===== src/sar_adc_pkg.sv =====
// Shared constants and carrier types for the SAR converter sequencer
`default_nettype none
package sar_adc_pkg;
  localparam int ADDR_W = 8;
  localparam logic [ADDR_W-1:0] ADDR_CTRL = 8'h00;
  localparam logic [ADDR_W-1:0] ADDR_REF = 8'h04;
  localparam logic [ADDR_W-1:0] ADDR_PIN = 8'h08;
  localparam logic [ADDR_W-1:0] ADDR_RESULT = 8'h0c;
  localparam logic [1:0] RESP_OKAY = 2'h0;
  localparam logic [1:0] RESP_SLVERR = 2'h2;
  // Control register fields
  localparam int CTRL_ENABLE = 0;
  localparam int CTRL_START = 1;
  localparam int CTRL_EOC = 2;
  localparam int CTRL_IRQ_EN = 3;
  localparam int CTRL_GIE = 4;
  localparam int CTRL_FLAG = 5;
  localparam int CTRL_CLKDIV = 6;
  localparam int CTRL_SAMPLE = 8;
  localparam int CTRL_RES = 10;
  // Reference and channel register fields
  localparam int REF_EXT = 0;
  localparam int REF_LEVEL = 1;
  localparam int REF_GATE = 3;
  localparam int REF_CHAN = 4;
  localparam int PIN_COUNT = 11;
  localparam int SRC_COUNT = 12;
  localparam int RESULT_W = 12;
  // Reset values
  localparam logic [1:0] CLKDIV_RESET = 2'h0;
  localparam logic [1:0] SAMPLE_RESET = 2'h0;
  localparam logic [1:0] RES_RESET = 2'h0;
  localparam logic [1:0] LEVEL_RESET = 2'h0;
  localparam logic [3:0] CHAN_RESET = 4'h0;
  localparam logic [PIN_COUNT-1:0] PIN_RESET = 11'h000;
  // Converter clock division minus one per clock field code
  localparam logic [3:0] DIV_LIMIT_00 = 4'hf;
  localparam logic [3:0] DIV_LIMIT_01 = 4'h7;
  localparam logic [3:0] DIV_LIMIT_10 = 4'h0;
  localparam logic [3:0] DIV_LIMIT_11 = 4'h1;
  // Sampling length minus one per sampling field code
  localparam logic [3:0] SAMPLE_LAST_00 = 4'h0;
  localparam logic [3:0] SAMPLE_LAST_01 = 4'h1;
  localparam logic [3:0] SAMPLE_LAST_10 = 4'h3;
  localparam logic [3:0] SAMPLE_LAST_11 = 4'h7;
  // Lowest decided bit per resolution
  localparam logic [3:0] LSB_8BIT = 4'h4;
  localparam logic [3:0] LSB_10BIT = 4'h2;
  localparam logic [3:0] LSB_12BIT = 4'h0;
  localparam logic [3:0] MSB_INDEX = 4'hb;
  localparam logic [3:0] QUARTER_SUPPLY = 4'hb;
  // Bias settle wait that firmware keeps after enabling
  localparam int BIAS_SETTLE_US = 256;

  typedef struct packed {
    logic [1:0] clk_div;
    logic [1:0] sample_sel;
    logic [1:0] res_sel;
  } conv_cfg_s;
endpackage
`default_nettype wire


===== src/conv_clock_gen.sv =====
// Converter clock divider: tick enable and observable clock level
`default_nettype none
`timescale 1ns/1ps
module conv_clock_gen
(
  input wire logic aclk,
  input wire logic aresetn,
  input wire logic restart,
  input wire logic [1:0] clk_div,
  output logic tick,
  output logic conv_clock
);
  logic [3:0] count;
  logic [3:0] next_count;
  logic [3:0] limit;
  logic next_conv_clock;

  always_comb
  begin
    unique case (clk_div)
      2'b00: limit = sar_adc_pkg::DIV_LIMIT_00;
      2'b01: limit = sar_adc_pkg::DIV_LIMIT_01;
      2'b10: limit = sar_adc_pkg::DIV_LIMIT_10;
      2'b11: limit = sar_adc_pkg::DIV_LIMIT_11;
    endcase
    tick = !restart && (count == limit);
    if (restart || tick)
      next_count = 4'h0;
    else
      next_count = count + 4'h1;
    // High in the first cycle of each period; steady high at divide by one
    next_conv_clock = (next_count == 4'h0);
  end

  always_ff @(posedge aclk)
  begin
    if (!aresetn)
    begin
      count <= 4'h0;
      conv_clock <= 1'b0;
    end
    else
    begin
      count <= next_count;
      conv_clock <= next_conv_clock;
    end
  end
endmodule
`default_nettype wire


===== src/sar_core.sv =====
// Successive approximation sequencer stepping on converter clock ticks
`default_nettype none
`timescale 1ns/1ps
module sar_core
(
  input wire logic aclk,
  input wire logic aresetn,
  input wire logic go,
  input wire logic abort,
  input wire logic tick,
  input wire sar_adc_pkg::conv_cfg_s cfg,
  input wire logic comp_high,
  output logic busy,
  output logic done,
  output logic [11:0] result,
  output logic [11:0] dac_code,
  output logic sample_window
);
  typedef enum logic [2:0] {S_IDLE, S_SAMPLE, S_SETTLE, S_BITS, S_FINISH}
    state_e;
  state_e state;
  state_e next_state;
  logic [3:0] cnt;
  logic [3:0] next_cnt;
  logic [3:0] bit_idx;
  logic [3:0] next_bit_idx;
  logic [11:0] next_result;
  logic [11:0] next_dac_code;
  logic next_sample_window;
  logic next_done;
  logic [3:0] lsb;
  logic [3:0] sample_last;
  logic [11:0] trial_bit;
  logic [11:0] decided;

  always_comb
  begin
    unique case (cfg.res_sel)
      2'b00: lsb = sar_adc_pkg::LSB_8BIT;
      2'b01: lsb = sar_adc_pkg::LSB_10BIT;
      default: lsb = sar_adc_pkg::LSB_12BIT;
    endcase
    unique case (cfg.sample_sel)
      2'b00: sample_last = sar_adc_pkg::SAMPLE_LAST_00;
      2'b01: sample_last = sar_adc_pkg::SAMPLE_LAST_01;
      2'b10: sample_last = sar_adc_pkg::SAMPLE_LAST_10;
      2'b11: sample_last = sar_adc_pkg::SAMPLE_LAST_11;
    endcase
    trial_bit = 12'h001 << bit_idx;
    // Keep the trial bit only when the input sits above the DAC level
    decided = comp_high ? dac_code : (dac_code & ~trial_bit);
    next_state = state;
    next_cnt = cnt;
    next_bit_idx = bit_idx;
    next_result = result;
    next_dac_code = dac_code;
    next_sample_window = sample_window;
    next_done = 1'b0;
    if (abort)
    begin
      next_state = S_IDLE;
      next_sample_window = 1'b0;
    end
    else
    begin
      unique case (state)
        S_IDLE:
          if (go)
          begin
            next_state = S_SAMPLE;
            next_cnt = sample_last;
            next_result = 12'h000;
            next_dac_code = 12'h000;
            next_sample_window = 1'b1;
          end
        S_SAMPLE:
          if (tick)
          begin
            if (cnt == 4'h0)
            begin
              next_state = S_SETTLE;
              next_sample_window = 1'b0;
            end
            else
              next_cnt = cnt - 4'h1;
          end
        S_SETTLE:
          if (tick)
          begin
            next_state = S_BITS;
            next_bit_idx = sar_adc_pkg::MSB_INDEX;
            next_dac_code = 12'h800;
          end
        S_BITS:
          if (tick)
          begin
            next_result = decided;
            if (bit_idx == lsb)
            begin
              // Unused low bits never get a trial bit, so read as zero
              next_state = S_FINISH;
              next_dac_code = decided;
            end
            else
            begin
              next_bit_idx = bit_idx - 4'h1;
              next_dac_code = decided | (trial_bit >> 1);
            end
          end
        S_FINISH:
          if (tick)
          begin
            next_state = S_IDLE;
            next_done = 1'b1;
          end
      endcase
    end
  end

  always_ff @(posedge aclk)
  begin
    if (!aresetn)
    begin
      state <= S_IDLE;
      cnt <= 4'h0;
      bit_idx <= 4'h0;
      result <= 12'h000;
      dac_code <= 12'h000;
      sample_window <= 1'b0;
      done <= 1'b0;
    end
    else
    begin
      state <= next_state;
      cnt <= next_cnt;
      bit_idx <= next_bit_idx;
      result <= next_result;
      dac_code <= next_dac_code;
      sample_window <= next_sample_window;
      done <= next_done;
    end
  end

  assign busy = (state != S_IDLE);
endmodule
`default_nettype wire


===== src/sar_adc_sequencer.sv =====
// SAR converter sequencer with AXI4-Lite register slave
`default_nettype none
`timescale 1ns/1ps
module sar_adc_sequencer
(
  input wire logic aclk,
  input wire logic aresetn,
  input wire logic [7:0] s_axi_awaddr,
  input wire logic s_axi_awvalid,
  output logic s_axi_awready,
  input wire logic [31:0] s_axi_wdata,
  input wire logic [3:0] s_axi_wstrb,
  input wire logic s_axi_wvalid,
  output logic s_axi_wready,
  output logic [1:0] s_axi_bresp,
  output logic s_axi_bvalid,
  input wire logic s_axi_bready,
  input wire logic [7:0] s_axi_araddr,
  input wire logic s_axi_arvalid,
  output logic s_axi_arready,
  output logic [31:0] s_axi_rdata,
  output logic [1:0] s_axi_rresp,
  output logic s_axi_rvalid,
  input wire logic s_axi_rready,
  input wire logic comp_high,
  output logic [11:0] dac_code,
  output logic sample_window,
  output logic conv_clock,
  output logic [4:0] high_ref_control,
  output logic [11:0] channel_connect,
  output logic [10:0] pin_analog_config,
  output logic conv_irq
);
  logic aw_held;
  logic [7:0] aw_addr;
  logic w_held;
  logic [31:0] w_data;
  logic [3:0] w_strb;
  logic conv_enable;
  logic start_bit;
  logic eoc;
  logic conv_irq_enable;
  logic global_irq_enable;
  logic conv_irq_flag;
  sar_adc_pkg::conv_cfg_s cfg;
  logic ext_ref_select;
  logic [1:0] int_ref_level;
  logic global_channel_gate;
  logic [3:0] input_channel_sel;

  logic next_aw_held;
  logic [7:0] next_aw_addr;
  logic next_w_held;
  logic [31:0] next_w_data;
  logic [3:0] next_w_strb;
  logic next_awready;
  logic next_wready;
  logic next_bvalid;
  logic [1:0] next_bresp;
  logic next_arready;
  logic next_rvalid;
  logic [31:0] next_rdata;
  logic [1:0] next_rresp;
  logic next_conv_enable;
  logic next_start_bit;
  logic next_eoc;
  logic next_conv_irq_enable;
  logic next_global_irq_enable;
  logic next_conv_irq_flag;
  sar_adc_pkg::conv_cfg_s next_cfg;
  logic next_ext_ref_select;
  logic [1:0] next_int_ref_level;
  logic next_global_channel_gate;
  logic [3:0] next_input_channel_sel;
  logic [10:0] next_pin_analog_config;
  logic [4:0] next_high_ref_control;
  logic [11:0] next_channel_connect;
  logic next_conv_irq;

  logic do_write;
  logic [31:0] wmask;
  logic [31:0] ctrl_word;
  logic [31:0] ref_word;
  logic [31:0] pin_word;
  logic [31:0] ctrl_new;
  logic [31:0] ref_new;
  logic [31:0] pin_new;
  logic go;
  logic tick;
  logic core_busy;
  logic core_done;
  logic [11:0] core_result;

  conv_clock_gen u_clk
  (
    .aclk(aclk),
    .aresetn(aresetn),
    .restart(go),
    .clk_div(cfg.clk_div),
    .tick(tick),
    .conv_clock(conv_clock)
  );

  sar_core u_core
  (
    .aclk(aclk),
    .aresetn(aresetn),
    .go(go),
    .abort(!conv_enable),
    .tick(tick),
    .cfg(cfg),
    .comp_high(comp_high),
    .busy(core_busy),
    .done(core_done),
    .result(core_result),
    .dac_code(dac_code),
    .sample_window(sample_window)
  );

  always_comb
  begin
    ctrl_word = 32'h0000_0000;
    ctrl_word[sar_adc_pkg::CTRL_ENABLE] = conv_enable;
    ctrl_word[sar_adc_pkg::CTRL_START] = start_bit;
    ctrl_word[sar_adc_pkg::CTRL_EOC] = eoc;
    ctrl_word[sar_adc_pkg::CTRL_IRQ_EN] = conv_irq_enable;
    ctrl_word[sar_adc_pkg::CTRL_GIE] = global_irq_enable;
    ctrl_word[sar_adc_pkg::CTRL_FLAG] = conv_irq_flag;
    ctrl_word[sar_adc_pkg::CTRL_CLKDIV +: 2] = cfg.clk_div;
    ctrl_word[sar_adc_pkg::CTRL_SAMPLE +: 2] = cfg.sample_sel;
    ctrl_word[sar_adc_pkg::CTRL_RES +: 2] = cfg.res_sel;
    ref_word = 32'h0000_0000;
    ref_word[sar_adc_pkg::REF_EXT] = ext_ref_select;
    ref_word[sar_adc_pkg::REF_LEVEL +: 2] = int_ref_level;
    ref_word[sar_adc_pkg::REF_GATE] = global_channel_gate;
    ref_word[sar_adc_pkg::REF_CHAN +: 4] = input_channel_sel;
    pin_word = {21'h000000, pin_analog_config};

    // Either channel may arrive first; hold each until both are present
    next_aw_held = aw_held;
    next_aw_addr = aw_addr;
    next_w_held = w_held;
    next_w_data = w_data;
    next_w_strb = w_strb;
    if (s_axi_awvalid && s_axi_awready)
    begin
      next_aw_held = 1'b1;
      next_aw_addr = s_axi_awaddr;
    end
    if (s_axi_wvalid && s_axi_wready)
    begin
      next_w_held = 1'b1;
      next_w_data = s_axi_wdata;
      next_w_strb = s_axi_wstrb;
    end
    next_bvalid = s_axi_bvalid && !s_axi_bready;
    next_bresp = s_axi_bresp;
    do_write = aw_held && w_held && !s_axi_bvalid;
    wmask = {{8{w_strb[3]}}, {8{w_strb[2]}}, {8{w_strb[1]}}, {8{w_strb[0]}}};
    ctrl_new = (ctrl_word & ~wmask) | (w_data & wmask);
    ref_new = (ref_word & ~wmask) | (w_data & wmask);
    pin_new = (pin_word & ~wmask) | (w_data & wmask);

    next_conv_enable = conv_enable;
    next_start_bit = start_bit;
    next_eoc = eoc;
    next_conv_irq_enable = conv_irq_enable;
    next_global_irq_enable = global_irq_enable;
    next_conv_irq_flag = conv_irq_flag;
    next_cfg = cfg;
    next_ext_ref_select = ext_ref_select;
    next_int_ref_level = int_ref_level;
    next_global_channel_gate = global_channel_gate;
    next_input_channel_sel = input_channel_sel;
    next_pin_analog_config = pin_analog_config;
    go = 1'b0;

    if (do_write)
    begin
      next_aw_held = 1'b0;
      next_w_held = 1'b0;
      next_bvalid = 1'b1;
      next_bresp = sar_adc_pkg::RESP_OKAY;
      unique case (aw_addr)
        sar_adc_pkg::ADDR_CTRL:
        begin
          next_conv_enable = ctrl_new[sar_adc_pkg::CTRL_ENABLE];
          next_conv_irq_enable = ctrl_new[sar_adc_pkg::CTRL_IRQ_EN];
          next_global_irq_enable = ctrl_new[sar_adc_pkg::CTRL_GIE];
          next_cfg.clk_div = ctrl_new[sar_adc_pkg::CTRL_CLKDIV +: 2];
          next_cfg.sample_sel = ctrl_new[sar_adc_pkg::CTRL_SAMPLE +: 2];
          next_cfg.res_sel = ctrl_new[sar_adc_pkg::CTRL_RES +: 2];
          // Writing 1 to the flag does nothing; only 0 clears it
          if (w_strb[0] && !w_data[sar_adc_pkg::CTRL_FLAG])
            next_conv_irq_flag = 1'b0;
          // Stale start while idle-disabled or busy is dropped
          if (w_strb[0] && w_data[sar_adc_pkg::CTRL_START] && conv_enable
              && !start_bit && !core_busy)
          begin
            go = 1'b1;
            next_start_bit = 1'b1;
            next_eoc = 1'b0;
          end
        end
        sar_adc_pkg::ADDR_REF:
        begin
          next_ext_ref_select = ref_new[sar_adc_pkg::REF_EXT];
          next_int_ref_level = ref_new[sar_adc_pkg::REF_LEVEL +: 2];
          next_global_channel_gate = ref_new[sar_adc_pkg::REF_GATE];
          next_input_channel_sel = ref_new[sar_adc_pkg::REF_CHAN +: 4];
        end
        sar_adc_pkg::ADDR_PIN:
          next_pin_analog_config = pin_new[10:0];
        sar_adc_pkg::ADDR_RESULT:
          next_bresp = sar_adc_pkg::RESP_OKAY;
        default:
          next_bresp = sar_adc_pkg::RESP_SLVERR;
      endcase
    end

    // Completion sets after any clear in the same cycle, so it wins
    if (core_done)
    begin
      next_start_bit = 1'b0;
      next_eoc = 1'b1;
      next_conv_irq_flag = 1'b1;
    end
    if (!conv_enable)
      next_start_bit = 1'b0;

    next_awready = !next_aw_held && !next_bvalid;
    next_wready = !next_w_held && !next_bvalid;

    // Free for a new address whenever no read data is waiting
    next_arready = !s_axi_rvalid;
    next_rvalid = s_axi_rvalid;
    next_rdata = s_axi_rdata;
    next_rresp = s_axi_rresp;
    if (s_axi_rvalid && s_axi_rready)
    begin
      next_rvalid = 1'b0;
      next_arready = 1'b1;
    end
    if (s_axi_arvalid && s_axi_arready)
    begin
      next_arready = 1'b0;
      next_rvalid = 1'b1;
      next_rresp = sar_adc_pkg::RESP_OKAY;
      unique case (s_axi_araddr)
        sar_adc_pkg::ADDR_CTRL: next_rdata = ctrl_word;
        sar_adc_pkg::ADDR_REF: next_rdata = ref_word;
        sar_adc_pkg::ADDR_PIN: next_rdata = pin_word;
        sar_adc_pkg::ADDR_RESULT: next_rdata = {20'h00000, core_result};
        default:
        begin
          next_rdata = 32'h0000_0000;
          next_rresp = sar_adc_pkg::RESP_SLVERR;
        end
      endcase
    end

    next_high_ref_control = 5'h00;
    if (next_ext_ref_select)
      next_high_ref_control[4] = 1'b1;
    else
      next_high_ref_control[next_int_ref_level] = 1'b1;
    next_channel_connect = 12'h000;
    if (next_global_channel_gate &&
        next_input_channel_sel <= sar_adc_pkg::QUARTER_SUPPLY)
      next_channel_connect[next_input_channel_sel] = 1'b1;
    next_conv_irq = next_conv_irq_flag && next_conv_irq_enable
                    && next_global_irq_enable;
  end

  always_ff @(posedge aclk)
  begin
    if (!aresetn)
    begin
      aw_held <= 1'b0;
      aw_addr <= 8'h00;
      w_held <= 1'b0;
      w_data <= 32'h0000_0000;
      w_strb <= 4'h0;
      s_axi_awready <= 1'b0;
      s_axi_wready <= 1'b0;
      s_axi_bvalid <= 1'b0;
      s_axi_bresp <= 2'h0;
      s_axi_arready <= 1'b0;
      s_axi_rvalid <= 1'b0;
      s_axi_rdata <= 32'h0000_0000;
      s_axi_rresp <= 2'h0;
      conv_enable <= 1'b0;
      start_bit <= 1'b0;
      eoc <= 1'b0;
      conv_irq_enable <= 1'b0;
      global_irq_enable <= 1'b0;
      conv_irq_flag <= 1'b0;
      cfg <= '{sar_adc_pkg::CLKDIV_RESET, sar_adc_pkg::SAMPLE_RESET,
               sar_adc_pkg::RES_RESET};
      ext_ref_select <= 1'b0;
      int_ref_level <= sar_adc_pkg::LEVEL_RESET;
      global_channel_gate <= 1'b0;
      input_channel_sel <= sar_adc_pkg::CHAN_RESET;
      pin_analog_config <= sar_adc_pkg::PIN_RESET;
      high_ref_control <= 5'h00;
      channel_connect <= 12'h000;
      conv_irq <= 1'b0;
    end
    else
    begin
      aw_held <= next_aw_held;
      aw_addr <= next_aw_addr;
      w_held <= next_w_held;
      w_data <= next_w_data;
      w_strb <= next_w_strb;
      s_axi_awready <= next_awready;
      s_axi_wready <= next_wready;
      s_axi_bvalid <= next_bvalid;
      s_axi_bresp <= next_bresp;
      s_axi_arready <= next_arready;
      s_axi_rvalid <= next_rvalid;
      s_axi_rdata <= next_rdata;
      s_axi_rresp <= next_rresp;
      conv_enable <= next_conv_enable;
      start_bit <= next_start_bit;
      eoc <= next_eoc;
      conv_irq_enable <= next_conv_irq_enable;
      global_irq_enable <= next_global_irq_enable;
      conv_irq_flag <= next_conv_irq_flag;
      cfg <= next_cfg;
      ext_ref_select <= next_ext_ref_select;
      int_ref_level <= next_int_ref_level;
      global_channel_gate <= next_global_channel_gate;
      input_channel_sel <= next_input_channel_sel;
      pin_analog_config <= next_pin_analog_config;
      high_ref_control <= next_high_ref_control;
      channel_connect <= next_channel_connect;
      conv_irq <= next_conv_irq;
    end
  end
endmodule
`default_nettype wire


===== config.mk =====
export PLATFORM = sky130hd
export DESIGN_NAME = sar_adc_sequencer
export DESIGN_NICKNAME = d
export VERILOG_FILES = /design/src/sar_adc_pkg.sv /design/src/conv_clock_gen.sv /design/src/sar_core.sv /design/src/sar_adc_sequencer.sv
export SDC_FILE = /design/constraint.sdc
export NUM_CORES = 1
export LEC_CHECK = 0
export BUFFER_PORTS_ARGS = -buffer_cell sky130_fd_sc_hd__clkbuf_2
export CAP_MARGIN = 20
export CELL_PAD_IN_SITES_DETAIL_PLACEMENT = 1
export CELL_PAD_IN_SITES_GLOBAL_PLACEMENT = 2
export CORE_ASPECT_RATIO = 1.25
export CORE_MARGIN = 2
export CORE_UTILIZATION = 29
export CTS_CLUSTER_SIZE = 10
export DETAILED_ROUTE_END_ITERATION = 10
export PLACE_DENSITY_LB_ADDON = 0.1
export SLEW_MARGIN = 40
export SYNTH_ARGS = -nofsm -noshare
export SYNTH_HDL_FRONTEND = slang
export SYNTH_HIERARCHICAL = 1
export SYNTH_SLANG_ARGS = --single-unit
export TNS_END_PERCENT = 100

===== constraint.sdc =====
create_clock -name aclk -period 2.55 [get_ports aclk]
set_input_delay 0.255 -clock aclk [delete_from_list [all_inputs] [get_ports aclk]]
set_output_delay 0.255 -clock aclk [all_outputs]
set_load 0.02 [all_outputs]

==> results of run 1 <==
through the flow:
stage                     hold WS [ps]  cell area (um^2)
after global routing              53.5              7940
after global placement             455              7200
after detailed placement           459              7200
after CTS                         46.3              7910
after floorplan                    400              6520
final                             63.9              7940
cells in the mapped netlist (11+ instances only):
| library cell | number | share of area |
|---|---|---|
| nor2_1 | 18 | 0.011 |
| nand4_1 | 13 | 0.013 |
| dfxtp_1 | 133 | 0.41 |
| mux2i_1 | 46 | 0.072 |
| buf_2 | 11 | 0.0086 |
| nand2_1 | 142 | 0.083 |
| buf_4 | 26 | 0.030 |
| a21boi_0 | 39 | 0.046 |
| o21ai_0 | 16 | 0.012 |
| clkbuf_1 | 22 | 0.013 |
| a22o_1 | 14 | 0.019 |
| nand3_1 | 21 | 0.016 |
| inv_1 | 18 | 0.011 |
cells in the final DEF (no fill, tap or decap), types with 13 or more instances in the layout:
cell,n
nand2_1,142
dfxtp_1,132
clkbuf_2,98
mux2i_1,46
a21boi_0,37
buf_4,26
conb_1,22
nand3_1,21
inv_1,18
nor2_1,17
clkbuf_16,17
o21ai_0,16
a22o_1,14
nand4_1,13
power by group:
part	internal [mW]	switching (mW)	total (mW)	leakage (nW)
Combinational	0.0989	0.174	0.272	1.72
Clock	1.94	0.967	2.91	0.340
Sequential	2.11	0.0307	2.14	1.08
Total	4.15	1.17	5.32	3.14
cell families (layout without fill, tap and decap cells):
logic type,Yosys count,count (layout),share of synthesized area
buf+inv,82,177,0.0726
compound gates,125,125,0.146
fa+ha+maj,7,7,0.0136
flops,133,133,0.414
xor+xnor,3,3,0.00409
other cells,1,22,0.000583
mux,57,57,0.105
simple gates,291,291,0.244
how the worst max path moves through the flow:
stage | startpoint | end | slack (ps) | cells after the start
detailed placement | flop | u_core/cnt[3]$_SDFFE_PN0P_ | -9 | 7
floorplan | u_core/state[0]$_SDFFE_PP0P_ | u_core/bit_idx[2]$_SDFFE_PN0P_ | 20 | 11
finish | u_core/state[0]$_SDFFE_PP0P_ | u_core/bit_idx[2]$_SDFFE_PN0P_ | 170 | 8
global route | u_core/state[0]$_SDFFE_PP0P_ | u_core/state[1]$_SDFFE_PP0P_ | -10 | 7
global placement | flop | u_core/cnt[3]$_SDFFE_PN0P_ | 70 | 7
CTS | flop | u_core/cnt[1]$_SDFFE_PN0P_ | 50 | 8
per-layer routing:
layer  GRT usage  wire length [um]
met2       0.305              9850
met3      0.0408               653
met1       0.210              8570
met4      0.0547               348
met5           0                 0
worst min-delay path, cell delays in order:
cell,delay [ps]
clkbuf_2,80
nand2_1,40
a21boi_0,60
layout make-up:
class	instances	area share
multi-input cells	505	0.430
clock buffers	21	0.0605
inverters	18	0.00851
repair buffers	127	0.0940
well taps	279	0.0440
clock inverters	11	0.0276
flip-flops and latches	133	0.336
what timing repair did:
action | CTS | global route
setup endpoints to repair | 2 | 12
resized for setup | 1 | 6
setup buffers | 0 | 1
pin swaps | 0 | 2
==> results.txt, run 1 <==
CP endpoint kind - flop
via count - 5439
Final Hold Viols - 0
flop2flop setup slack - 170 ps
FF+latch count, synth - 133
crit path max-delay cell type - or3_1
critical path fanouts, max - 6
setup violators final - 0
Slew @ Worst Pin - 711 ps
post-synthesis sequential area ratio - 0.414
Final Critical Period - 2380 ps
Core ar. - 0.0216 mm^2
Remaining DRCs - 0
family with the most delay on the worst path - simple AND/OR/NAND/NOR gates
cell chain of the critical path - or3_1 -> nand4bb_1 -> nor2_4 -> a21oi_4 -> and4bb_2 -> and2_1 -> and4b_1 -> o31a_1
PortBufs - 99
Skew-Pair Late Insertion Delay - 430 ps
Reg-to-Reg End - u_core/bit_idx[2]$_SDFFE_PN0P_
Pre-Repair DR Iteration Count - 4
Hold Startpoint - s_axi_awaddr[4]
GPL Wtd Cong - 0.809
layout overhead on the synthesized area - 23.5%
Post-synth ARST share - 0
first-pass GRT wire length - 31.4 mm
GR Overflow Total - 0
WL final - 19.4 mm
final-report max-slew violation count - 0
Die Wd - 137 um
Hold Buf Count CTS - 0
CP Class - flop to flop
Vias per Instance - 4.97
leak pwr - 3.14 nW
clock-pin slew on the worst setup and hold paths - 60 ps
# IOs - 144
total power - 5.32 mW
Rel. slew slack - 0.526
post-detail-place hpwl - 14.6 mm
routed length per instance - 17.8 um
Final Instance Count excl. Fillers - 1094
Clock Sinks - 133
DRT iter0 DRCs - 202
Worst Path Buf+Inv - 0
FF-to-FF path depth - 8
worst reg2reg startpoint - u_core/state[0]$_SDFFE_PP0P_
Seq. cell area - 0.00266 mm^2
synth unique cells - 68
initial core utilization - 0.297
Cell Pwr Density - 671 mW/mm^2
VDD IR max - 0.469 mV
Place WS - -9.47 ps
Die H - 170 um
Final #Nets - 869
Hold Path Class - primary input to flop
Max Freq - 421 MHz
deepest clock path buffer count - 2
vias in the first global route - 5767
PnR worst setup slack - 174 ps
multi-input logic area - 0.00341 mm^2
Syn Area/Cell - 9.20 um^2
H-tree depth - 4
fin crit share - 0.932
Fin Setup TNS - 0 ps
Critical Path Source Type - flop
status - finished, final reports clean
cells after synthesis - 699
Worst Hold Endpoint - aw_addr[4]$_SDFFE_PN0P_
Die ar. - 0.0234 mm^2
initial antenna violation count - 0
Top FF cell, synth - dfxtp_1
largest net degree at the start of global routing - 49
GRT Total Usage - 0.175
share of cells above drive strength 1 - 0.226
depth of the worst hold-timing path - 3
synth warn - 6
ANT cells - 0
Root Buffer Master - clkbuf_16
WP data required - 2870 ps
ANT nets after route - 0
Critical Path AT - 2700 ps
TritonCTS clock tree - built
Placed Cells - 1061
TritonCTS buffer count - 17
Netlist Area Pre-Place - 0.00643 mm^2
Setup Skew - 12.0 ps
crit-path max cell delay - 380 ps
# Max-Cap Violations - 0
filler instances - 2503
Core Util, Final - 0.367
row count - 60
number of synthesized flops with an enable pin - 0
Power figures use the tool's default switching activity.
==> run 2: changes to the inputs <==
CORE_UTILIZATION = 30   (was 29)
CTS_BUF_LIST = sky130_fd_sc_hd__clkbuf_2 sky130_fd_sc_hd__clkbuf_4 sky130_fd_sc_hd__clkbuf_8   (was not set)
==> run 2 against run 1 <==
Against the previous run:
- flip-flop and latch count unchanged
- worst hold slack lost 31 ps
- highest routed layer unchanged
- power is 19% lower
- die area decreased by 3.2%
- clock skew is 4.3 ps lower
- largest power group is now sequential cells
- largest cell class unchanged
- non-clock buffer count rose by 1
- clock power decreased by 35%
- worst setup slack got worse by 40 ps
==> results.txt, run 2 (synthesis results as in run 1) <==
status - finished, final reports clean
Area after DPL - 0.00719 mm^2
Pre-Repair DR Iteration Count - 4
Reg-to-Reg End - u_core/state[2]$_SDFFE_PP0P_
leak pwr - 3.00 nW
row count - 59
Remaining DRCs - 0
# IOs - 144
Critical Path AT - 2760 ps
Fin Hold WS - 32.8 ps
Final Critical Period - 2420 ps
cell-internal power - 3.18 mW
Hold Path Class - primary input to flop
cell chain of the critical path - or3_1 -> nand4bb_1 -> nor2_2 -> a21oi_4 -> buf_4 -> o21ai_0 -> o2111ai_2 -> nor3b_1 -> o21a_1
vias in the first global route - 5785
WL met3 - 664 um
via count - 5564
number of cells on the critical path - 9
flop2flop setup slack - 130 ps
highest metal used - met4
crit-path max cell delay - 370 ps
WL met1 - 8.36 mm
Cell Pwr Density - 562 mW/mm^2
Final Instance Count excl. Fillers - 1090
crit path max-delay cell type - or3_1
Setup Skew - 7.78 ps
critical path fanouts, max - 5
Core ar. - 0.0209 mm^2
FF-to-FF path depth - 9
fin crit share - 0.948
Slew @ Worst Pin - 686 ps
routed length per instance - 17.8 um
Placed Cells - 1057
VDD IR max - 0.264 mV
Fin Setup TNS - 0 ps
CP Launch Point - u_core/state[0]$_SDFFE_PP0P_
initial core utilization - 0.308
WP data required - 2890 ps
Die Wd - 135 um
family with the most delay on the worst path - simple AND/OR/NAND/NOR gates
Die H - 168 um
GRT Total Usage - 0.177
initial antenna violation count - 0
worst reg2reg startpoint - u_core/state[0]$_SDFFE_PP0P_
TritonCTS clock tree - built
WL final - 19.4 mm
# Max-Cap Violations - 0
Vias per Instance - 5.10
PnR worst setup slack - 134 ps
worst setup path endpoint - u_core/state[2]$_SDFFE_PP0P_
largest net degree at the start of global routing - 57
CP endpoint kind - flop
Core Util, Final - 0.366
Clock power frac - 0.439
Comb pwr share - 0.062
layout overhead on the synthesized area - 19.0%
Clock Sinks - 133
GPL Wtd Cong - 0.807
sw frac - 0.261
setup violators final - 0
Max Freq - 414 MHz
H-tree depth - 4
deepest clock path buffer count - 2
routed wl met2 - 10.0 mm
first-pass GRT wire length - 31.4 mm
Seq pwr share - 0.498
Final #Nets - 870
most common cell after layout, fill and taps aside - nand2_1
Critical Path Source Type - flop
design area - 0.00765 mm^2
PortBufs - 99
share of cells above drive strength 1 - 0.227
commonest cells after routing, fill and taps aside - nand2_1, dfxtp_1, clkbuf_2
Place WS - 125 ps
CP Class - flop to flop
Rel. slew slack - 0.543
Worst Path Buf+Inv - 1
ANT cells - 0
post-detail-place hpwl - 14.5 mm
Root Buffer Master - clkbuf_8
ANT nets after route - 0
final-report max-slew violation count - 0
Final Hold Viols - 0
TritonCTS buffer count - 17
GR Overflow Total - 0
Die ar. - 0.0226 mm^2
total power - 4.30 mW
clock-pin slew on the worst setup and hold paths - 80 ps
switching power - 1.12 mW
DRT iter0 DRCs - 194
Skew-Pair Late Insertion Delay - 450 ps
run 2: tightest hold or removal path: stages:
cell      delay [ps]
clkbuf_2          80
nand2_1           40
a21boi_0          60
run 2: area by class of cell:
type,count,area [um^2]
fillers,2461,13200
inverters,18,67.6
flip-flops and latches,133,2660
multi-input cells,505,3410
repair buffers,128,743
clock inverters,15,181
well taps,274,343
clock buffers,17,234
run 2: worst min path at each step:
stage                     depth (start not counted)  slack, ps                            to                    startpoint
after floorplan                                   2        400       aw_addr[0]$_SDFFE_PN0P_               s_axi_awaddr[0]
after global placement                            2        450  s_axi_rdata[11]$_SDFFE_PN0P_  s_axi_rdata[11]$_SDFFE_PN0P_
after detailed placement                          2        460  s_axi_rdata[11]$_SDFFE_PN0P_  s_axi_rdata[11]$_SDFFE_PN0P_
after CTS                                         3          2       aw_addr[2]$_SDFFE_PN0P_               s_axi_awaddr[2]
after global routing                              3         30        w_data[9]$_SDFFE_PN0P_                s_axi_wdata[9]
final                                             3         30       aw_addr[2]$_SDFFE_PN0P_               s_axi_awaddr[2]
run 2: per-layer routing:
| metal | global-route usage | vias up |
|---|---|---|
| met2 | 0.316 | 108 |
| met5 | 0 | - |
| li1 | - | 2663 |
| met4 | 0.0581 | 0 |
| met1 | 0.209 | 2768 |
| met3 | 0.0378 | 25 |
run 2: power groups by stage:
stage                     clock (mW)  combinational [mW]  sequential, mW
after floorplan                    0               0.185            2.19
after global placement             0               0.262            2.19
after detailed placement           0               0.270            2.19
after CTS                       1.95               0.271            2.14
after global routing            2.04               0.297            2.15
final                           1.89               0.267            2.14
run 2: timing repair:
action,CTS,global route
buffers inserted,0,0
endpoints found under the setup margin,0,7
resized for setup,0,4
endpoints found under the hold margin,1,0
hold buffers,1,0
